File: src/rtl/cwt_pkg.sv
// Purpose: constants and types for the cyclic wake timer pair
// Assumes: 100 MHz clock, synchronous active-high reset
// Notes: period and on-time codes are small selectors set by the host
// How it works
// - enabled wake timer interrupts in normal/stop mode
// - valid on-time write starts timer immediately
// - interrupt each on-phase start, except first
// - timer outputs routed to high-side switches
// - seven periods from 10 ms to 2 s
// - five on-times plus off-low and off-high
// - interrupt output driven low to signal wake
// - command error when on-time exceeds period
// - off settings set idle high-side level
package cwt_pkg;
  localparam int CLK_HZ = 100_000_000;
  localparam int TICK_US = 10; // on-time resolution step, 0.01 ms
  localparam int TICK_CYC = TICK_US * CLK_HZ / 1_000_000 / 10;
  localparam int NUM_HS = 4; // high-side switch outputs
  localparam int CNT_W = 32;
  localparam logic [1:0] MAP_NONE = 2'h0;
  localparam logic [1:0] MAP_T1 = 2'h1;
  localparam logic [1:0] MAP_T2 = 2'h2;
  // period codes, times in ms
  localparam logic [2:0] PER_10MS = 3'h0;
  localparam logic [2:0] PER_20MS = 3'h1;
  localparam logic [2:0] PER_50MS = 3'h2;
  localparam logic [2:0] PER_100MS = 3'h3;
  localparam logic [2:0] PER_200MS = 3'h4;
  localparam logic [2:0] PER_1S = 3'h5;
  localparam logic [2:0] PER_2S = 3'h6;
  // on-time codes, times in units of 0.1 ms
  localparam logic [2:0] ON_OFF_LOW = 3'h0;
  localparam logic [2:0] ON_0P1MS = 3'h1;
  localparam logic [2:0] ON_0P3MS = 3'h2;
  localparam logic [2:0] ON_1MS = 3'h3;
  localparam logic [2:0] ON_10MS = 3'h4;
  localparam logic [2:0] ON_20MS = 3'h5;
  localparam logic [2:0] ON_OFF_HIGH = 3'h6;
  localparam int CYC_PER_MS = CLK_HZ / 1000;
  localparam int CYC_PER_100US = CLK_HZ / 10000;
  typedef enum logic [1:0] {CWT_SB_NORMAL, CWT_SB_STOP, CWT_SB_SLEEP,
    CWT_SB_FAILSAFE} cwt_mode_t;
  typedef struct packed {
    logic wr; // one-cycle write strobe
    logic [2:0] period;
    logic [2:0] on_time;
  } cwt_setup_t;
endpackage : cwt_pkg

File: src/rtl/cwt_timer.sv
// Purpose: one periodic timer with period and on-time phases
// Assumes: setup strobe is one cycle wide
// Notes: period counter wraps; on-phase starts at count zero
`timescale 1ns/1ps
module cwt_timer #(
  parameter int CYC_MS = cwt_pkg::CYC_PER_MS, // clock cycles per ms
  parameter int CYC_100US = cwt_pkg::CYC_PER_100US // cycles per 0.1 ms
) (
  input wire logic clk_in,
  input wire logic rst_in,
  input wire cwt_pkg::cwt_setup_t setup_in,
  output logic level_out,
  output logic phase_start_out,
  output logic running_out,
  output logic too_long_out
);
  import cwt_pkg::*;
  logic [2:0] per_r;
  logic [2:0] on_r;
  logic run_r;
  logic idle_high_r;
  logic [CNT_W-1:0] cnt_r;
  logic [CNT_W-1:0] per_cyc;
  logic [CNT_W-1:0] on_cyc;
  logic [CNT_W-1:0] new_per;
  logic [CNT_W-1:0] new_on;
  logic valid_on;

  function automatic logic [CNT_W-1:0] per_len(input logic [2:0] c);
    unique case (c)
      PER_10MS: per_len = CNT_W'(10 * CYC_MS);
      PER_20MS: per_len = CNT_W'(20 * CYC_MS);
      PER_50MS: per_len = CNT_W'(50 * CYC_MS);
      PER_100MS: per_len = CNT_W'(100 * CYC_MS);
      PER_200MS: per_len = CNT_W'(200 * CYC_MS);
      PER_1S: per_len = CNT_W'(1000 * CYC_MS);
      default: per_len = CNT_W'(2000 * CYC_MS);
    endcase
  endfunction : per_len

  function automatic logic [CNT_W-1:0] on_len(input logic [2:0] c);
    unique case (c)
      ON_0P1MS: on_len = CNT_W'(1 * CYC_100US);
      ON_0P3MS: on_len = CNT_W'(3 * CYC_100US);
      ON_1MS: on_len = CNT_W'(10 * CYC_100US);
      ON_10MS: on_len = CNT_W'(100 * CYC_100US);
      ON_20MS: on_len = CNT_W'(200 * CYC_100US);
      default: on_len = '0;
    endcase
  endfunction : on_len

  // length lookups from the internal clock
  assign per_cyc = per_len(per_r);
  assign on_cyc = on_len(on_r);
  assign new_per = per_len(setup_in.period);
  assign new_on = on_len(setup_in.on_time);
  // codes at or above off-high are off or reserved, never a start
  assign valid_on = (setup_in.on_time != ON_OFF_LOW) &&
    (setup_in.on_time < ON_OFF_HIGH);

  // setup capture; a valid on-time starts, an off code stops
  always_ff @(posedge clk_in) begin
    if (rst_in) begin
      per_r <= PER_10MS;
      on_r <= ON_OFF_LOW;
      run_r <= 1'b0;
      idle_high_r <= 1'b0;
    end else if (setup_in.wr) begin
      per_r <= setup_in.period;
      on_r <= setup_in.on_time;
      run_r <= valid_on;
      if (setup_in.on_time == ON_OFF_HIGH) begin
        idle_high_r <= 1'b1;
      end else if (setup_in.on_time == ON_OFF_LOW) begin
        idle_high_r <= 1'b0;
      end
    end
  end

  // period counter restarts at zero on every setup write
  always_ff @(posedge clk_in) begin
    if (rst_in || setup_in.wr || !run_r) begin
      cnt_r <= '0;
    end else if (cnt_r == per_cyc - CNT_W'(1)) begin
      cnt_r <= '0;
    end else begin
      cnt_r <= cnt_r + CNT_W'(1);
    end
  end

  // output level: on-phase high, idle level when stopped
  always_ff @(posedge clk_in) begin
    if (rst_in) begin
      level_out <= 1'b0;
    end else if (!run_r) begin
      level_out <= idle_high_r;
    end else begin
      level_out <= (cnt_r < on_cyc);
    end
  end

  assign phase_start_out = run_r && (cnt_r == '0);
  assign running_out = run_r;
  // on-time longer than period flagged at write time
  assign too_long_out = setup_in.wr && (new_on > new_per);
endmodule : cwt_timer

File: src/rtl/cwt_top.sv
// Purpose: pair of periodic timers for cyclic wake and cyclic sense
// Assumes: host writes setups as one-cycle strobes; inputs synchronous
// Notes: interrupt pulse is one cycle low for each cycle in which a qualifying on-phase starts
`timescale 1ns/1ps
module cwt_top #(
  // time base; a simulation may shrink it so long periods run quickly
  parameter int CYC_MS = cwt_pkg::CYC_PER_MS,
  parameter int CYC_100US = cwt_pkg::CYC_PER_100US
) (
  input wire logic clk_in,
  input wire logic rst_in,
  input wire cwt_pkg::cwt_mode_t mode_in,
  input wire cwt_pkg::cwt_setup_t first_periodic_timer_setup_in,
  input wire cwt_pkg::cwt_setup_t second_periodic_timer_setup_in,
  input wire logic [1:0] wake_source_control_in,
  input wire logic [2*cwt_pkg::NUM_HS-1:0] high_side_switch_map_a_in,
  input wire logic [2*cwt_pkg::NUM_HS-1:0] high_side_switch_map_b_in,
  input wire logic cmd_err_clr_in,
  output logic int_n_out,
  output logic cmd_err_out,
  output logic [cwt_pkg::NUM_HS-1:0] hs_timer_on_out,
  output logic [cwt_pkg::NUM_HS-1:0] hs_timer_sel_out,
  output logic [1:0] timer_level_out,
  output logic [1:0] timer_running_out
);
  import cwt_pkg::*;
  cwt_setup_t setup [2];
  logic [1:0] lvl;
  logic [1:0] start;
  logic [1:0] run;
  logic [1:0] long;
  logic [1:0] first_done_r;
  logic [1:0] fire;
  logic awake;

  assign setup[0] = first_periodic_timer_setup_in;
  assign setup[1] = second_periodic_timer_setup_in;

  // one timer instance per channel
  for (genvar i = 0; i < 2; i++) begin : g_tmr
    cwt_timer #(
      .CYC_MS(CYC_MS),
      .CYC_100US(CYC_100US)
    ) u_tmr (
      .clk_in(clk_in),
      .rst_in(rst_in),
      .setup_in(setup[i]),
      .level_out(lvl[i]),
      .phase_start_out(start[i]),
      .running_out(run[i]),
      .too_long_out(long[i])
    );
  end

  // first on-phase after a start is swallowed; a stop re-arms it
  always_ff @(posedge clk_in) begin
    for (int i = 0; i < 2; i++) begin
      if (rst_in || setup[i].wr || !run[i]) begin
        first_done_r[i] <= 1'b0;
      end else if (start[i]) begin
        first_done_r[i] <= 1'b1;
      end
    end
  end

  assign awake = (mode_in == CWT_SB_NORMAL) || (mode_in == CWT_SB_STOP);
  // wake sources gated by enable and mode
  assign fire = start & first_done_r & wake_source_control_in &
    {2{awake}};

  // active-low interrupt, one cycle per cycle in which either timer fires
  always_ff @(posedge clk_in) begin
    if (rst_in) begin
      int_n_out <= 1'b1;
    end else begin
      int_n_out <= ~(|fire);
    end
  end

  // sticky command error; a new error wins over the clear
  always_ff @(posedge clk_in) begin
    if (rst_in) begin
      cmd_err_out <= 1'b0;
    end else if (|long) begin
      cmd_err_out <= 1'b1;
    end else if (cmd_err_clr_in) begin
      cmd_err_out <= 1'b0;
    end
  end

  // high-side routing: map a selects timer per switch, map b enables only the select flag
  always_ff @(posedge clk_in) begin
    for (int h = 0; h < NUM_HS; h++) begin
      if (rst_in) begin
        hs_timer_on_out[h] <= 1'b0;
        hs_timer_sel_out[h] <= 1'b0;
      end else begin
        unique case (high_side_switch_map_a_in[2*h +: 2])
          MAP_T1: hs_timer_on_out[h] <= lvl[0];
          MAP_T2: hs_timer_on_out[h] <= lvl[1];
          default: hs_timer_on_out[h] <= 1'b0;
        endcase
        hs_timer_sel_out[h] <=
          (high_side_switch_map_a_in[2*h +: 2] != MAP_NONE) &&
          high_side_switch_map_b_in[2*h];
      end
    end
  end

  assign timer_level_out = lvl;
  assign timer_running_out = run;

  chk_irq_gated: assert property (
    @(posedge clk_in) disable iff (rst_in)
    !awake |=> int_n_out)
    else $error("interrupt raised outside normal or stop mode");
  // the start right after a write must stay quiet unless timer 2 fires
  chk_first_quiet: assert property (
    @(posedge clk_in) disable iff (rst_in)
    $past(setup[0].wr) && start[0] && !(start[1] && first_done_r[1])
    |=> int_n_out)
    else $error("interrupt on first on-phase");
  chk_irq_cause: assert property (
    @(posedge clk_in) disable iff (rst_in)
    !int_n_out |-> $past(|(start & wake_source_control_in)))
    else $error("interrupt without on-phase start");
  chk_err_set: assert property (
    @(posedge clk_in) disable iff (rst_in)
    (|long) |=> cmd_err_out)
    else $error("command error not set");
  chk_start_now: assert property (
    @(posedge clk_in) disable iff (rst_in)
    setup[0].wr && (setup[0].on_time inside {[ON_0P1MS:ON_20MS]})
    |=> run[0])
    else $error("timer did not start");
  chk_off_stop: assert property (
    @(posedge clk_in) disable iff (rst_in)
    setup[1].wr && setup[1].on_time == ON_OFF_HIGH |=> !run[1] ##1 lvl[1])
    else $error("off-high did not stop timer high");
  chk_map_route: assert property (
    @(posedge clk_in) disable iff (rst_in)
    high_side_switch_map_a_in[1:0] == MAP_T1 |=>
    hs_timer_on_out[0] == $past(lvl[0]))
    else $error("switch 0 not following first timer");
  chk_reset_off: assert property (
    @(posedge clk_in)
    rst_in |=> !run[0] && !run[1] && int_n_out)
    else $error("timers not off after reset");
endmodule : cwt_top

File: config.mk
export PLATFORM = sky130hd
export DESIGN_NAME = cwt_top
export DESIGN_NICKNAME = d
export VERILOG_FILES = /design/src/rtl/cwt_pkg.sv /design/src/rtl/cwt_timer.sv /design/src/rtl/cwt_top.sv
export SDC_FILE = /design/constraint.sdc
export NUM_CORES = 1
export LEC_CHECK = 0
export BUFFER_PORTS_ARGS = -buffer_cell sky130_fd_sc_hd__buf_2
export CORE_ASPECT_RATIO = 0.6
export CORE_UTILIZATION = 61
export CTS_BUF_LIST = sky130_fd_sc_hd__clkbuf_4 sky130_fd_sc_hd__clkbuf_8
export DETAILED_ROUTE_END_ITERATION = 12
export GPL_TIMING_DRIVEN = 1
export PLACE_DENSITY = 0.9
export SLEW_MARGIN = 25
export SYNTH_ARGS = -nofsm -noshare
export SYNTH_HDL_FRONTEND = slang
export SYNTH_SLANG_ARGS = --single-unit
File: constraint.sdc
create_clock -name clk_in -period 2.8 [get_ports clk_in]
set_input_delay 0 -clock clk_in [delete_from_list [all_inputs] [get_ports clk_in]]
set_output_delay 0 -clock clk_in [all_outputs]
set_load 0.02 [all_outputs]
Word level (Yosys, flattened, before mapping). Index checks and enable logic that the tools add are counted.

Register bits: 94. ROM bits: 0. RAM bits: 0. Bits of input ports: 37. Latch bits: 0. Memories kept: 0. Word-level logic and storage cells: 146.

Div/mod/pow operators: 0. Shift operators: 0. Equal/unequal tests: 53. Reduce and logical (&&, ||, !) cells: 41. Add/subtract/negate cells: 4. Muxes and demuxes: 20. Bitwise operators: 4. Order comparisons: 6. $mul: 0.

Operators with widths (count): case mux 28 bit (6 select lines) (4); case mux 21 bit (5 select lines) (4); adder 32 x 1 -> 32 bit, second input constant (2); equality test 32 bit (2); logical NOT 32 bit (2); less-than comparator 32 x 21 -> 1 bit (2); subtractor 28 x 1 -> 29 bit, second input constant (2); > comparator 21 x 28 -> 1 bit (2); equality test 3 bit, second input constant (18); equality test 3 x 2 -> 1 bit, second input constant (16); equality test 3 x 1 -> 1 bit, second input constant (8); logical NOT 3 bit (6); nonzero test 2 bit (7); equality test 2 x 1 -> 1 bit, second input constant (5); logical AND 1 bit (10); equality test 2 bit, second input constant (4); two-way mux 1 bit (8); case mux 1 bit (2 select lines) (4); OR reduction 2 bit (4); bitwise AND 2 bit (3); less-than comparator 3 bit, second input constant (2); nonzero test 3 bit (2); logical OR 1 bit (5); AND reduction 2 bit (2); 3 further kinds (4).

Depth between registers and ports, before layout. Gate-level depths: netlist (run 1).

Depth after elaboration: 7. Gate-level depth with buffers: 12. Depth with buffers taken out: 11.

By module. Synthesis (run 1) repeated with hierarchy kept, for this count alone.

Cells, all modules: 962. Area total of the unflattened synthesis: 7756.2 um2.

Modules (own cells, without submodules): cwt_timer (g_tmr[0].u_tmr) (area each 3589.7 um2, instances 1, cells an instance 449, sequential area each 820.8 um2); cwt_timer (g_tmr[1].u_tmr) (area each 3585.9 um2, instances 1, cells an instance 458, sequential area each 820.8 um2); cwt_top (area each 580.6 um2, instances 1, cells an instance 55, sequential area each 240.2 um2).

Least setup slack after synthesis (run 1). Ideal clock, no wire load.

Path kind: register to register. Start point: reg g_tmr[1].u_tmr.on_r[2]. End point: reg g_tmr[1].u_tmr.level_out. Library setup time: 0.070 ns. Setup slack: 0.372 ns. Arrival: 2.358 ns. Buffers on the path: 0. Stages on the path, launching flop included: 12. Path through: dfxtp_1 -> nor2b_1 -> inv_1 -> nor2_1 -> nor2_1 -> ha_1 -> a21o_1 -> a2111oi_0 -> o21bai_1 -> a21o_1 -> a221o_1 -> a21oi_1.

Cells in the longest elaborated chain, start to end: 4.

Ends and longest elaborated chain: start: declaration (line cwt_timer.sv:19) `logic [2:0] on_r;`; start signal: assignment (line cwt_timer.sv:70) `on_r <= setup_in.on_time;`; equality test 3 bit (tied with other cells) (line cwt_timer.sv:42) `unique case (c)`; case mux 21 bit (5 select lines) (*) (line cwt_timer.sv:42); less-than comparator 32 x 21 -> 1 bit (*) (line cwt_timer.sv:98) `level_out <= (cnt_r < on_cyc);`; two-way mux 1 bit (*) (line cwt_timer.sv:95) `end else if (!run_r) begin`; end signal: assignment (line cwt_timer.sv:96) `level_out <= idle_high_r;`; end signal: assignment (line cwt_timer.sv:98); end: declaration (line cwt_timer.sv:12) `output logic level_out,`.

Every way passes the cells marked *; elsewhere a longest branch is shown, timed or not. A chain may end at the register's enable or synchronous reset.

Worst setup path in the final report (run 1).
Start point: reg g_tmr[1].u_tmr.cnt_r[30]. End point: reg int_n_out.

Cells in the longest elaborated chain, start to end: 7.

Ends and longest elaborated chain: start: declaration (line cwt_timer.sv:22) `logic [CNT_W-1:0] cnt_r;`; start signal: assignment (line cwt_timer.sv:87) `cnt_r <= cnt_r + CNT_W'(1);`; logical NOT 32 bit (line cwt_timer.sv:102) `assign phase_start_out = run_r && (cnt_r == '0);`; logical AND 1 bit (line cwt_timer.sv:102); bitwise AND 2 bit (3 in series) (line cwt_top.sv:68) `assign fire = start & first_done_r & wake_source_control_in &`; OR reduction 2 bit (line cwt_top.sv:76) `int_n_out <= ~(|fire);`; NOT 1 bit (line cwt_top.sv:76); end signal: assignment (line cwt_top.sv:76); end: declaration (line cwt_top.sv:19) `output logic int_n_out,`.

Every way passes these cells.

==> Implementation_results.wiki, run 1 <==
{| class="wikitable"
! Metric !! Value
|-
| Run status || completed
|-
| Overall routed net length || 17900 um
|-
| Adder and majority cell fraction of the synthesized area || 13.11%
|-
| Post-Syn Area per Cell || about 8 um2
|-
| Arrival @ worst endpoint || 2.93 ns
|-
| Vias in the first global route || approximately 6100
|-
| Critical path launch point type || register
|-
| Cell chain of the critical path || or4_4 > nor2_1 > nand3_1 > nor3_1 > nand3_1 > a211o_1 > dlygate4sd3_1
|-
| Height of the die || ~85 um
|-
| Dpl hpwl || 13160 um
|-
| # port buffers || 45
|-
| Clock edge transition at the registers on the reported setup and hold paths || 0.10 ns
|-
| Class of the most critical setup path || reg -> reg
|-
| Buffer and inverter count on the worst path || 1
|-
| Largest fanout on the critical path || 3
|-
| Starting density of the core || 62.52%
|-
| Complex-gate fraction of the synthesized area || 13.43%
|-
| Sequential share of the synthesized area || 26.64%
|-
| Wire length of the first global-routing pass || 29590 um
|-
| Drt pass-1 iters || 5
|-
| Final period demand of the worst path || 2.663 ns
|-
| Residual DRC count || 0
|-
| Global routing usage summed across all routing layers || 30.63%
|-
| Final nets || 1022
|-
| Number of synthesis warnings || 0
|-
| Maximum single-stage delay on the critical path || 0.55 ns
|-
| Syn Std Cell Area || 7064 um2
|-
| Setup repair after global routing missed its margin || no
|-
| Max clock buf depth || 2
|-
| CTS tree || built
|-
| Number of flip-flops and latches in the synthesized netlist || 94
|-
| Critical path endpoint category || register
|-
| Top cell family by delay on the critical path || simple AND/OR/NAND/NOR gates
|-
| Post-Synth Simple-Gate Area || 29.51%
|-
| Min-Delay Path Class || in -> reg
|-
| Clock latency reported for the late side of the worst-skew pair || 0.37 ns
|-
| Total I/O pin count || 51
|-
| Number of enable-type register cells in the synthesized netlist || 0
|-
| Critical Path RT || 3.07 ns
|-
| Number of failing setup endpoints in the final timing report || 0
|-
| CTS sink cnt || 94
|-
| Routed vias || 6678
|-
| Per-cell routed wire length || between 15 and 20 um
|-
| Max Transition Viols Final || 0
|-
| 1st-iter DRT viols || 711
|-
| Clock buffers created by TritonCTS || 9
|-
| Detail-routed via count per cell || 6.195
|-
| Slew @ Worst Pin || 0.6275 ns
|-
| X dimension of the die || 140.9 um
|-
| Highest-delay cell along the critical path || sky130_fd_sc_hd__or4_4
|-
| Largest net degree at the start of global routing || 34
|-
| Leakage power || ~3 nW
|-
| Fraction of registers with async set or reset after synthesis || 0%
|-
| Xor/xnor share of the synthesized area || 8.307%
|-
| Die area || 12030 um2
|-
| Number of antenna violations at the first check in global routing || 2
|-
| Final core area utilization || 67.73%
|-
| Cell Pwr Density || 362.5 nW/um2
|-
| Share of cells above drive strength 1 || 9.716%
|-
| Final Wtd Congestion || 1.005
|-
| Worst ir drop on vdd || 0.0002731 V
|-
| DRT antenna net count || 0
|-
| Cell mode on critical path || sky130_fd_sc_hd__nand3_1
|-
| Main combinational cell family by area after synthesis || simple AND/OR/NAND/NOR gates
|-
| CTS Root Buffer Type || sky130_fd_sc_hd__clkbuf_8
|-
| Area added between synthesis and finish || 8.324%
|-
| Cell variety after synth || 67
|-
| Proportion of synthesized area in mux cells || 2.444%
|-
| Post-route fraction of the period consumed by the critical path || 95.09%
|-
| Top achievable clock speed || 375.6 MHz
|-
| Post-Syn Instances || around 900
|-
| Main synth FF type || sky130_fd_sc_hd__dfxtp_1
|-
| Area inside the core boundary || 11300 um2
|-
| Std-Cell Rows || 30
|-
| Aggregate negative setup slack || 0 ns
|-
| Maximum clock skew at final layout || approximately 0.018 ns
|-
| Post-synthesis net count || 1006
|-
| Leftover overflow at the end of global routing || 0
|-
| Slew Limit Headroom || 58.11%
|-
| Count of endpoints failing hold in the final timing report || 0
|-
| Max_cap viols || 0
|-
| Depth of the CTS H-tree || 3
|}
==> power by group <==
| part | switching, mW | leakage, nW | total (mW) | internal, mW |
|---|---|---|---|---|
| combinational | 0.256 | 2.19 | 0.445 | 0.190 |
| clock | 0.494 | 0.103 | 0.936 | 0.442 |
| sequential | 0.0354 | 0.762 | 1.39 | 1.36 |
| total | 0.785 | 3.06 | 2.77 | 1.99 |
==> tightest hold or removal path, stage by stage <==
cell	delay, ns
sky130_fd_sc_hd__buf_2	0.17
sky130_fd_sc_hd__mux2i_1	0.10
sky130_fd_sc_hd__nor2_1	0.07
==> registers in the layout (all words and copies together), names as in the netlist, 4 cells and up <==
| name | cells |
|---|---|
| hs_timer_sel_out | 4 |
| hs_timer_on_out | 4 |
| g_tmr.u_tmr.on_r | 6 |
| g_tmr.u_tmr.per_r | 6 |
| g_tmr.u_tmr.cnt_r | 64 |
==> logic make-up (layout without fill, tap and decap cells) <==
group / count (synthesis) / count (layout)
compound gates: 146 / 146
xor+xnor: 67 / 67
fa+ha+maj: 74 / 74
buf+inv: 113 / 134
flops: 94 / 94
mux: 17 / 17
other cells: 0 / 2
simple gates: 384 / 384
==> placed cells by master (no fill, tap or decap), drive strengths merged, types with 16 or more instances in the layout <==
master,synthesis,layout
nand3,34,34
nor3,68,68
nor2,94,94
inv,48,49
nand2,39,39
xor2,41,41
nand4,31,31
and3,16,16
dfxtp,94,94
buf,17,58
o21ai,38,38
ha,74,74
nor2b,20,20
a21oi,40,40
xnor2,26,26
==> repair_timing <==
item | CTS | global route
gates resized for setup | 0 | 3
setup buffers | 0 | 0
setup endpoints to repair | 0 | 2
hold buffers | 11 | 1
endpoints found under the hold margin | 11 | 1
==> layout make-up <==
class | count | area [um2]
Sequential cell | 94 | 1883
Fill cell | 915 | 3646
Inverter | 48 | 180.2
Antenna cell | 2 | 5.005
Tap cell | 160 | 200.2
Timing Repair Buffer | 70 | 455.4
Clock inverter | 6 | 68.82
Clock buffer | 10 | 137.6
Multi-Input combinational cell | 688 | 4722
==> synth_stat cells (5+ instances only) <==
master,n,area share (%)
sky130_fd_sc_hd__a2111oi_0,6,0.74
sky130_fd_sc_hd__a21o_1,9,0.96
sky130_fd_sc_hd__a21oi_1,40,2.8
sky130_fd_sc_hd__and2_1,6,0.53
sky130_fd_sc_hd__and3_1,16,1.4
sky130_fd_sc_hd__and4_1,8,0.99
sky130_fd_sc_hd__buf_2,8,0.57
sky130_fd_sc_hd__clkbuf_1,48,2.6
sky130_fd_sc_hd__dfxtp_1,94,27
sky130_fd_sc_hd__ha_1,74,13
sky130_fd_sc_hd__inv_1,48,2.6
sky130_fd_sc_hd__mux2i_1,15,2.1
sky130_fd_sc_hd__nand2_1,39,2.1
sky130_fd_sc_hd__nand2b_1,12,1.1
sky130_fd_sc_hd__nand3_1,34,2.4
sky130_fd_sc_hd__nand3b_1,6,0.64
sky130_fd_sc_hd__nand4_1,31,2.7
sky130_fd_sc_hd__nor2_1,94,5.0
sky130_fd_sc_hd__nor2b_1,20,1.8
sky130_fd_sc_hd__nor3_1,64,4.5
sky130_fd_sc_hd__nor3b_1,12,1.3
sky130_fd_sc_hd__nor4_1,13,1.2
sky130_fd_sc_hd__o211ai_1,5,0.53
sky130_fd_sc_hd__o21ai_0,38,2.7
sky130_fd_sc_hd__or3_1,7,0.62
sky130_fd_sc_hd__xnor2_1,26,3.2
sky130_fd_sc_hd__xor2_1,41,5.1
==> through the flow <==
stage | hold WS (ns) | std cells | power, mW | setup slack, ns | instance area, um2
after CTS | 0.002557 | 1075 | 2.775 | 0.08721 | 7632
after floorplan | 0.09857 | 895 | 1.732 | 0.3721 | 7064
final | 0.01732 | 1078 | 2.774 | 0.1374 | 7652
after global routing | 0.01430 | 1078 | 2.908 | 0.01976 | 7652
after global placement | 0.2255 | 1048 | 1.830 | 0.2767 | 7316
after detailed placement | 0.2225 | 1048 | 1.845 | 0.1145 | 7316
==> routing by layer <==
layer  part of all wire [%]  GRT usage, %
met2                     40         44.46
met4                    1.0         5.435
met5                   0.46         5.263
met1                     47         44.68
met3                     11         8.465
==> worst paths after layout <==
kind                                       startpoint                             endpoint  slack [ns]  cells after the start
setup / recovery  g_tmr[1].u_tmr.cnt_r[30]$_SDFF_PP0_                 int_n_out$_SDFF_PP1_        0.14                      7
hold / removal       first_periodic_timer_setup_in[0]  g_tmr[0].u_tmr.on_r[0]$_SDFFE_PP0P_        0.02                      3
hold reg to reg              cmd_err_out$_SDFFE_PP0P_             cmd_err_out$_SDFFE_PP0P_        0.48                      1
setup reg to reg  g_tmr[1].u_tmr.cnt_r[30]$_SDFF_PP0_                 int_n_out$_SDFF_PP1_        0.14                      7
Power figures use the tool's default switching activity.
==> run 2, diff against run 1 <==
Settings changed: CORE_UTILIZATION 61 to 57, PLACE_DENSITY 0.9 to 0.88.
Clock period 2.8 ns to 2.3 ns, I/O delays scaled along.
==> run 2 against run 1 <==
The flow now finishes with violations (setup timing). Count of clock-buffer cells in the layout did not move. Combinational power rose by 56%. Total power rose by 35%. Worst hold slack got worse by 0.015 ns. Utilization rose by 2.3 points. Clock skew fell by 0.0036 ns.
==> Implementation_results.wiki, run 2 (synthesis results as in run 1) <==
{| class="wikitable"
! Metric !! Value
|-
| Run status || finished with violations
|-
| Violated checks || setup timing
|-
| Routed vias || ~7400
|-
| Final nets || 1094
|-
| CTS tree || built
|-
| Number of antenna violations at the first check in global routing || 0
|-
| Vias in the first global route || approximately 6400
|-
| Maximum clock skew at final layout || between 0.01 and 0.015 ns
|-
| Share of total power consumed by net switching || roughly 28%
|-
| Largest fanout on the critical path || 2
|-
| Setup repair after global routing missed its margin || yes
|-
| Slew @ Worst Pin || between 0.6 and 0.7 ns
|-
| Max_cap viols || 0
|-
| Top achievable clock speed || 412.0 MHz
|-
| Leakage power || 3.484 nW
|-
| Maximum single-stage delay on the critical path || 0.38 ns
|-
| Class of the most critical setup path || reg -> reg
|-
| # port buffers || 45
|-
| Max clock buf depth || 2
|-
| Commonest cells after routing, fill and taps aside || sky130_fd_sc_hd__nor2_1, sky130_fd_sc_hd__buf_4, sky130_fd_sc_hd__dfxtp_1
|-
| Arrival @ worst endpoint || 2.75 ns
|-
| Wire length of the first global-routing pass || 32260 um
|-
| Registers with the most flip-flops || g_tmr.u_tmr.cnt_r (64), g_tmr.u_tmr.on_r (6), g_tmr.u_tmr.per_r (6)
|-
| Depth of the CTS H-tree || 3
|-
| Cell Pwr Density || around 440 nW/um2
|-
| Number of failing setup endpoints in the final timing report || 1
|-
| Die area || 12860 um2
|-
| Critical path launch point type || register
|-
| Clock edge transition at the registers on the reported setup and hold paths || 0.10 ns
|-
| Power share of the combinational group || 18.5%
|-
| Worst-case setup margin in the final layout || -0.1269 ns
|-
| Multi-input gate area in the final layout || between 4000 and 5000 um2
|-
| X dimension of the die || 145.7 um
|-
| Critical Path RT || 2.62 ns
|-
| Internal Power || 2.692 mW
|-
| Commonest non-fill, non-tap cell in the layout || sky130_fd_sc_hd__nor2_1
|-
| DRT antenna net count || 0
|-
| Largest register by flop count || g_tmr.u_tmr.cnt_r
|-
| Power share of the clock group || 36.5%
|-
| Global routing usage summed across all routing layers || between 30% and 40%
|-
| Final period demand of the worst path || 2.427 ns
|-
| Area inside the core boundary || between 10000 and 15000 um2
|-
| Slew Limit Headroom || 56.08%
|-
| Fill cell instance count of the final layout || 851
|-
| Pre-CTS setup slack || -0.1033 ns
|-
| Per-cell routed wire length || 18.88 um
|-
| Largest net degree at the start of global routing || 34
|-
| Total inserted antenna cells || 0
|-
| Leftover overflow at the end of global routing || 0
|-
| 1st-iter DRT viols || ~1000
|-
| Min-Delay Path Class || in -> reg
|-
| Overall routed net length || 21770 um
|-
| Max Transition Viols Final || 0
|-
| CTS Root Buffer Type || sky130_fd_sc_hd__clkbuf_8
|-
| Post-route fraction of the period consumed by the critical path || 105.5%
|-
| Area added between synthesis and finish || 19.57%
|-
| Critical path endpoint category || register
|-
| Fraction of power consumed by sequential logic || 45.1%
|-
| Clock latency reported for the late side of the worst-skew pair || 0.39 ns
|-
| Worst ir drop on vdd || about 0.00029 V
|-
| Clock buffers created by TritonCTS || 9
|-
| Std-Cell Rows || 31
|-
| Cell chain of the critical path || nor2b_4 > inv_2 > nor2_4 > nor2_2 > ha_4 > a21o_1 > a2111oi_4 > o21bai_1 > a21o_1 > a221o_1 > a21oi_2
|-
| Count of endpoints failing hold in the final timing report || 0
|-
| Cell mode on critical path || sky130_fd_sc_hd__a21o_1
|-
| Switching power of the nets || 1.066 mW
|-
| Max FFs per register || 64
|-
| CTS sink cnt || 94
|-
| Drt pass-1 iters || 7
|-
| Height of the die || 88.24 um
|-
| Starting density of the core || roughly 60%
|-
| Share of cells above drive strength 1 || 20.55%
|-
| Total I/O pin count || 51
|-
| Total area of sequential cells || about 1900 um2
|-
| Final core area utilization || 70.02%
|-
| Dpl hpwl || 14440 um
|-
| Detail-routed via count per cell || 6.397
|-
| Residual DRC count || 0
|-
| Highest-delay cell along the critical path || sky130_fd_sc_hd__a221o_1
|-
| Final Wtd Congestion || 0.9355
|}
run 2: final timing paths:
path                                                            end                                start  depth (start not counted)  slack (ns)
worst max register to register  g_tmr[1].u_tmr.level_out$_SDFF_PP0_  g_tmr[1].u_tmr.on_r[2]$_SDFFE_PP0P_                         11       -0.13
worst min register to register         first_done_r[0]$_SDFFE_PP0P_         first_done_r[0]$_SDFFE_PP0P_                          2        0.47
worst max-delay path            g_tmr[1].u_tmr.level_out$_SDFF_PP0_  g_tmr[1].u_tmr.on_r[2]$_SDFFE_PP0P_                         11       -0.13
worst min-delay path                 hs_timer_sel_out[2]$_SDFF_PP0_         high_side_switch_map_a_in[5]                          4       0.003
run 2: stage by stage:
stage	instances	instance area [um2]	power, mW	TNS [ns]	hold slack [ns]
2_1_floorplan	895	7078	2.111	0	0.09857
3_3_place_gp	1114	7792	2.278	-0.004236	0.1873
3_5_place_dp	1114	7792	2.300	-1.438	0.1912
4_1_cts	1148	8260	3.666	-0.02587	0.003876
5_1_grt	1153	8447	3.886	-0.2489	0.01840
6_report	1153	8447	3.758	-0.1269	0.002552
run 2: timing repair:
item	in CTS	in global routing
setup endpoints to repair	52	54
endpoints found under the hold margin	11	0
pin swaps	10	7
buffers inserted	8	4
cloned	0	1
resized for setup	18	44
hold buffers	10	0
run 2: final cells by class:
| cell class | instances | share of cell area, % |
|---|---|---|
| Multi-Input combinational cell | 688 | 58.04 |
| Sequential cell | 94 | 22.59 |
| Timing Repair Buffer | 142 | 11.91 |
| Tap cell | 165 | 2.444 |
| Inverter | 48 | 2.163 |
| Clock buffer | 10 | 1.555 |
| Clock inverter | 6 | 1.304 |
run 2: power by group through the flow:
stage          clock [mW]  sequential, mW  combinational [mW]
6_report             1.37            1.69               0.694
5_1_grt              1.44            1.70               0.748
4_1_cts              1.36            1.69               0.615
3_5_place_dp            0            1.73               0.572
3_3_place_gp            0            1.73               0.551
2_1_floorplan           0            1.71               0.397
run 2: per-layer routing:
metal	share of wire, %	vias to the layer above	routed length (um)	global-route usage (%)
li1	-	3356	-	-
met1	43	3375	9353	47.75
met2	40	567	8757	43.63
met3	13	78	2888	7.526
met4	3.5	0	767	10.33
met5	0	-	0	0
run 2: critical path: cells and delay by family, from the launching register on:
kind | cells | cell delay (ns)
AO/OA/AOI/OAI | 6 | 1.36
AND/OR/NAND/NOR | 3 | 0.36
flip-flops | 1 | 0.35
adder cells (fa/ha/maj) | 1 | 0.24
buffers and inverters | 1 | 0.06
==> run 3, diff against run 2 <==
Settings changed: REMOVE_ABC_BUFFERS from default to 1.
==> run 3 against run 2 <==
The run still ends with setup timing left. Count of clock-buffer cells in the layout did not move. Register-to-register slack better by 0.06 ns. Maximum frequency rose by 2.6%. Total power is 6.6% lower. Sequential power about the same.
==> Implementation_results.wiki, run 3 (synthesis results as in run 1) <==
{| class="wikitable"
! Metric !! Value
|-
| Run status || finished with violations
|-
| Violated checks || setup timing
|-
| Total I/O pin count || 51
|-
| Final nets || between 1000 and 1500
|-
| Worst flop-to-flop path endpoint || g_tmr[1].u_tmr.level_out$_SDFF_PP0_
|-
| Final non-filler cell total || 1157
|-
| R2r setup slk || -0.07 ns
|-
| Worst-case setup margin in the final layout || -0.06551 ns
|-
| Vias in the first global route || 6428
|-
| Height of the die || 88.24 um
|-
| Power share of the clock group || 32.8%
|-
| 1st-iter DRT viols || 736
|-
| Fraction of power consumed by sequential logic || 48.3%
|-
| Overall routed net length || 20750 um
|-
| Critical path endpoint category || register
|-
| CTS tree || built
|-
| Hold Crit Start || high_side_switch_map_a_in[7]
|-
| Top achievable clock speed || 422.7 MHz
|-
| Drt pass-1 iters || 5
|-
| Instance count along the most critical hold path || 4
|-
| Starting density of the core || 58.56%
|-
| Commonest cells after routing, fill and taps aside || sky130_fd_sc_hd__nor2_1, sky130_fd_sc_hd__buf_4, sky130_fd_sc_hd__dfxtp_1
|-
| Largest register by flop count || g_tmr.u_tmr.cnt_r
|-
| Clock buffers created by TritonCTS || 9
|-
| Per-cell routed wire length || 17.93 um
|-
| Start point of the critical path || g_tmr[1].u_tmr.on_r[2]$_SDFFE_PP0P_
|-
| Number of failing setup endpoints in the final timing report || 1
|-
| Wire length of the first global-routing pass || 32210 um
|-
| Largest fanout on the critical path || 2
|-
| CTS sink cnt || 94
|-
| Leftover overflow at the end of global routing || 0
|-
| Worst Reg2Reg Path Length in Cells || 14
|-
| Routed vias || 7229
|-
| Registers with the most flip-flops || g_tmr.u_tmr.cnt_r (64), g_tmr.u_tmr.on_r (6), g_tmr.u_tmr.per_r (6)
|-
| Final core area utilization || 69.02%
|-
| Cell Pwr Density || 421.8 nW/um2
|-
| Number of antenna violations at the first check in global routing || 0
|-
| Pre-CTS setup slack || -0.2190 ns
|-
| Area inside the core boundary || 12060 um2
|-
| Clock latency reported for the late side of the worst-skew pair || just under 0.4 ns
|-
| Share of total power consumed by net switching || between 20% and 30%
|-
| Hold path endpoint || hs_timer_sel_out[3]$_SDFF_PP0_
|-
| Final period demand of the worst path || 2.366 ns
|-
| Die area || 12860 um2
|-
| Area added between synthesis and finish || 17.85%
|-
| Commonest non-fill, non-tap cell in the layout || sky130_fd_sc_hd__nor2_1
|-
| Maximum clock skew at final layout || about 0.013 ns
|-
| Highest-delay cell along the critical path || sky130_fd_sc_hd__dfxtp_2
|-
| Count of endpoints failing hold in the final timing report || 0
|-
| Internal Power || 2.482 mW
|-
| Slew @ Worst Pin || between 0.5 and 0.6 ns
|-
| Instance count after placement with tap cells included || 1120
|-
| Std-Cell Rows || 31
|-
| Residual DRC count || 0
|-
| # port buffers || 45
|-
| Min-Delay Path Class || in -> reg
|-
| DRT antenna net count || 0
|-
| Worst ir drop on vdd || slightly above 0.0003 V
|-
| Setup repair after global routing missed its margin || yes
|-
| Critical Path RT || 2.63 ns
|-
| Max clock buf depth || 2
|-
| X dimension of the die || about 150 um
|-
| Critical path launch point type || register
|-
| Depth of the CTS H-tree || 3
|-
| Arrival @ worst endpoint || 2.70 ns
|-
| Share of cells above drive strength 1 || 18.65%
|-
| Critical R2R Launch || g_tmr[1].u_tmr.on_r[2]$_SDFFE_PP0P_
|-
| Cell mode on critical path || sky130_fd_sc_hd__buf_4
|-
| Buffer and inverter count on the worst path || 6
|-
| Cell chain of the critical path || nor2b_4 > inv_2 > nor2_4 > buf_4 > buf_4 > buf_4 > buf_4 > inv_1 > and2_1 > ha_1 > nand4_1 > nor3_1 > a221o_1 > a21oi_2
|-
| Post-route fraction of the period consumed by the critical path || 102.8%
|-
| Max_cap viols || 0
|-
| Largest net degree at the start of global routing || 34
|-
| Max Transition Viols Final || 0
|-
| Global routing usage summed across all routing layers || 31.43%
|-
| Clock edge transition at the registers on the reported setup and hold paths || 0.10 ns
|-
| Total inserted antenna cells || 0
|-
| Top cell family by delay on the critical path || simple AND/OR/NAND/NOR gates
|-
| Switching power of the nets || 1.029 mW
|-
| Dpl hpwl || 14290 um
|-
| Power share of the combinational group || about a fifth
|-
| Detail-routed via count per cell || 6.248
|-
| Class of the most critical setup path || reg -> reg
|-
| Slew Limit Headroom || 62.84%
|-
| Max FFs per register || 64
|-
| Maximum single-stage delay on the critical path || 0.34 ns
|-
| Leakage power || between 3 and 4 nW
|-
| Final Wtd Congestion || 0.9474
|-
| Power Total || 3.512 mW
|-
| CTS Root Buffer Type || sky130_fd_sc_hd__clkbuf_8
|}
-- run 3: layer usage --
layer	vias to the layer above	wire length, um	part of all wire (%)	global-route usage, %
li1	3372	-	-	-
met1	3347	9075	44	44.19
met2	440	8803	42	47.37
met3	70	2233	11	7.629
met4	0	635	3.1	10.33
met5	-	0	0	0
-- run 3: stage by stage --
stage	hold slack, ns	TNS [ns]	instance area (um2)
global route	0.01938	-0.2163	8325
detailed placement	0.2575	-0.3795	7825
finish	0.01505	-0.06551	8325
CTS	0.002456	0	8183
global placement	0.2676	-0.1656	7825
floorplan	0.06907	-12.59	6780
-- run 3: how the worst max path moves through the flow --
stage               slack (ns)  cells past startpoint                                  end
floorplan                -0.28                      5   g_tmr[1].u_tmr.cnt_r[1]$_SDFF_PP0_
finish                   -0.07                     14  g_tmr[1].u_tmr.level_out$_SDFF_PP0_
global placement          -0.1                     12             cmd_err_out$_SDFFE_PP0P_
detailed placement       -0.22                     12             cmd_err_out$_SDFFE_PP0P_
global route             -0.12                     14  g_tmr[1].u_tmr.level_out$_SDFF_PP0_
CTS                       0.02                     11  g_tmr[1].u_tmr.level_out$_SDFF_PP0_
-- run 3: power by group through the flow --
stage,logic (mW),registers [mW],clock network [mW]
finish,0.663,1.70,1.15
global route,0.724,1.70,1.24
CTS,0.618,1.69,1.16
detailed placement,0.589,1.73,0
global placement,0.563,1.73,0
floorplan,0.322,1.74,0
-- run 3: what timing repair did --
item,CTS,global route
cloned,0,2
hold endpoints to repair,12,0
buffers inserted,4,4
gates resized for setup,8,22
pin swaps,8,7
hold buffers,11,0
endpoints found under the setup margin,1,56
-- run 3: tightest hold or removal path: cells and delay by family --
kind	cells	cell delay, ns
buffers and inverters	2	0.18
adder cells (fa/ha/maj)	1	0.15
AND/OR/NAND/NOR	1	0.05
-- run 3: area by class of cell --
cell class | instances | area (um2)
timing repair buffer | 146 | 1049
multi-input combinational | 688 | 4798
fill | 860 | 3737
sequential | 94 | 1893
tap | 165 | 206.4
clock buffer | 10 | 137.6
clock inverter | 6 | 61.31
inverter | 48 | 180.2
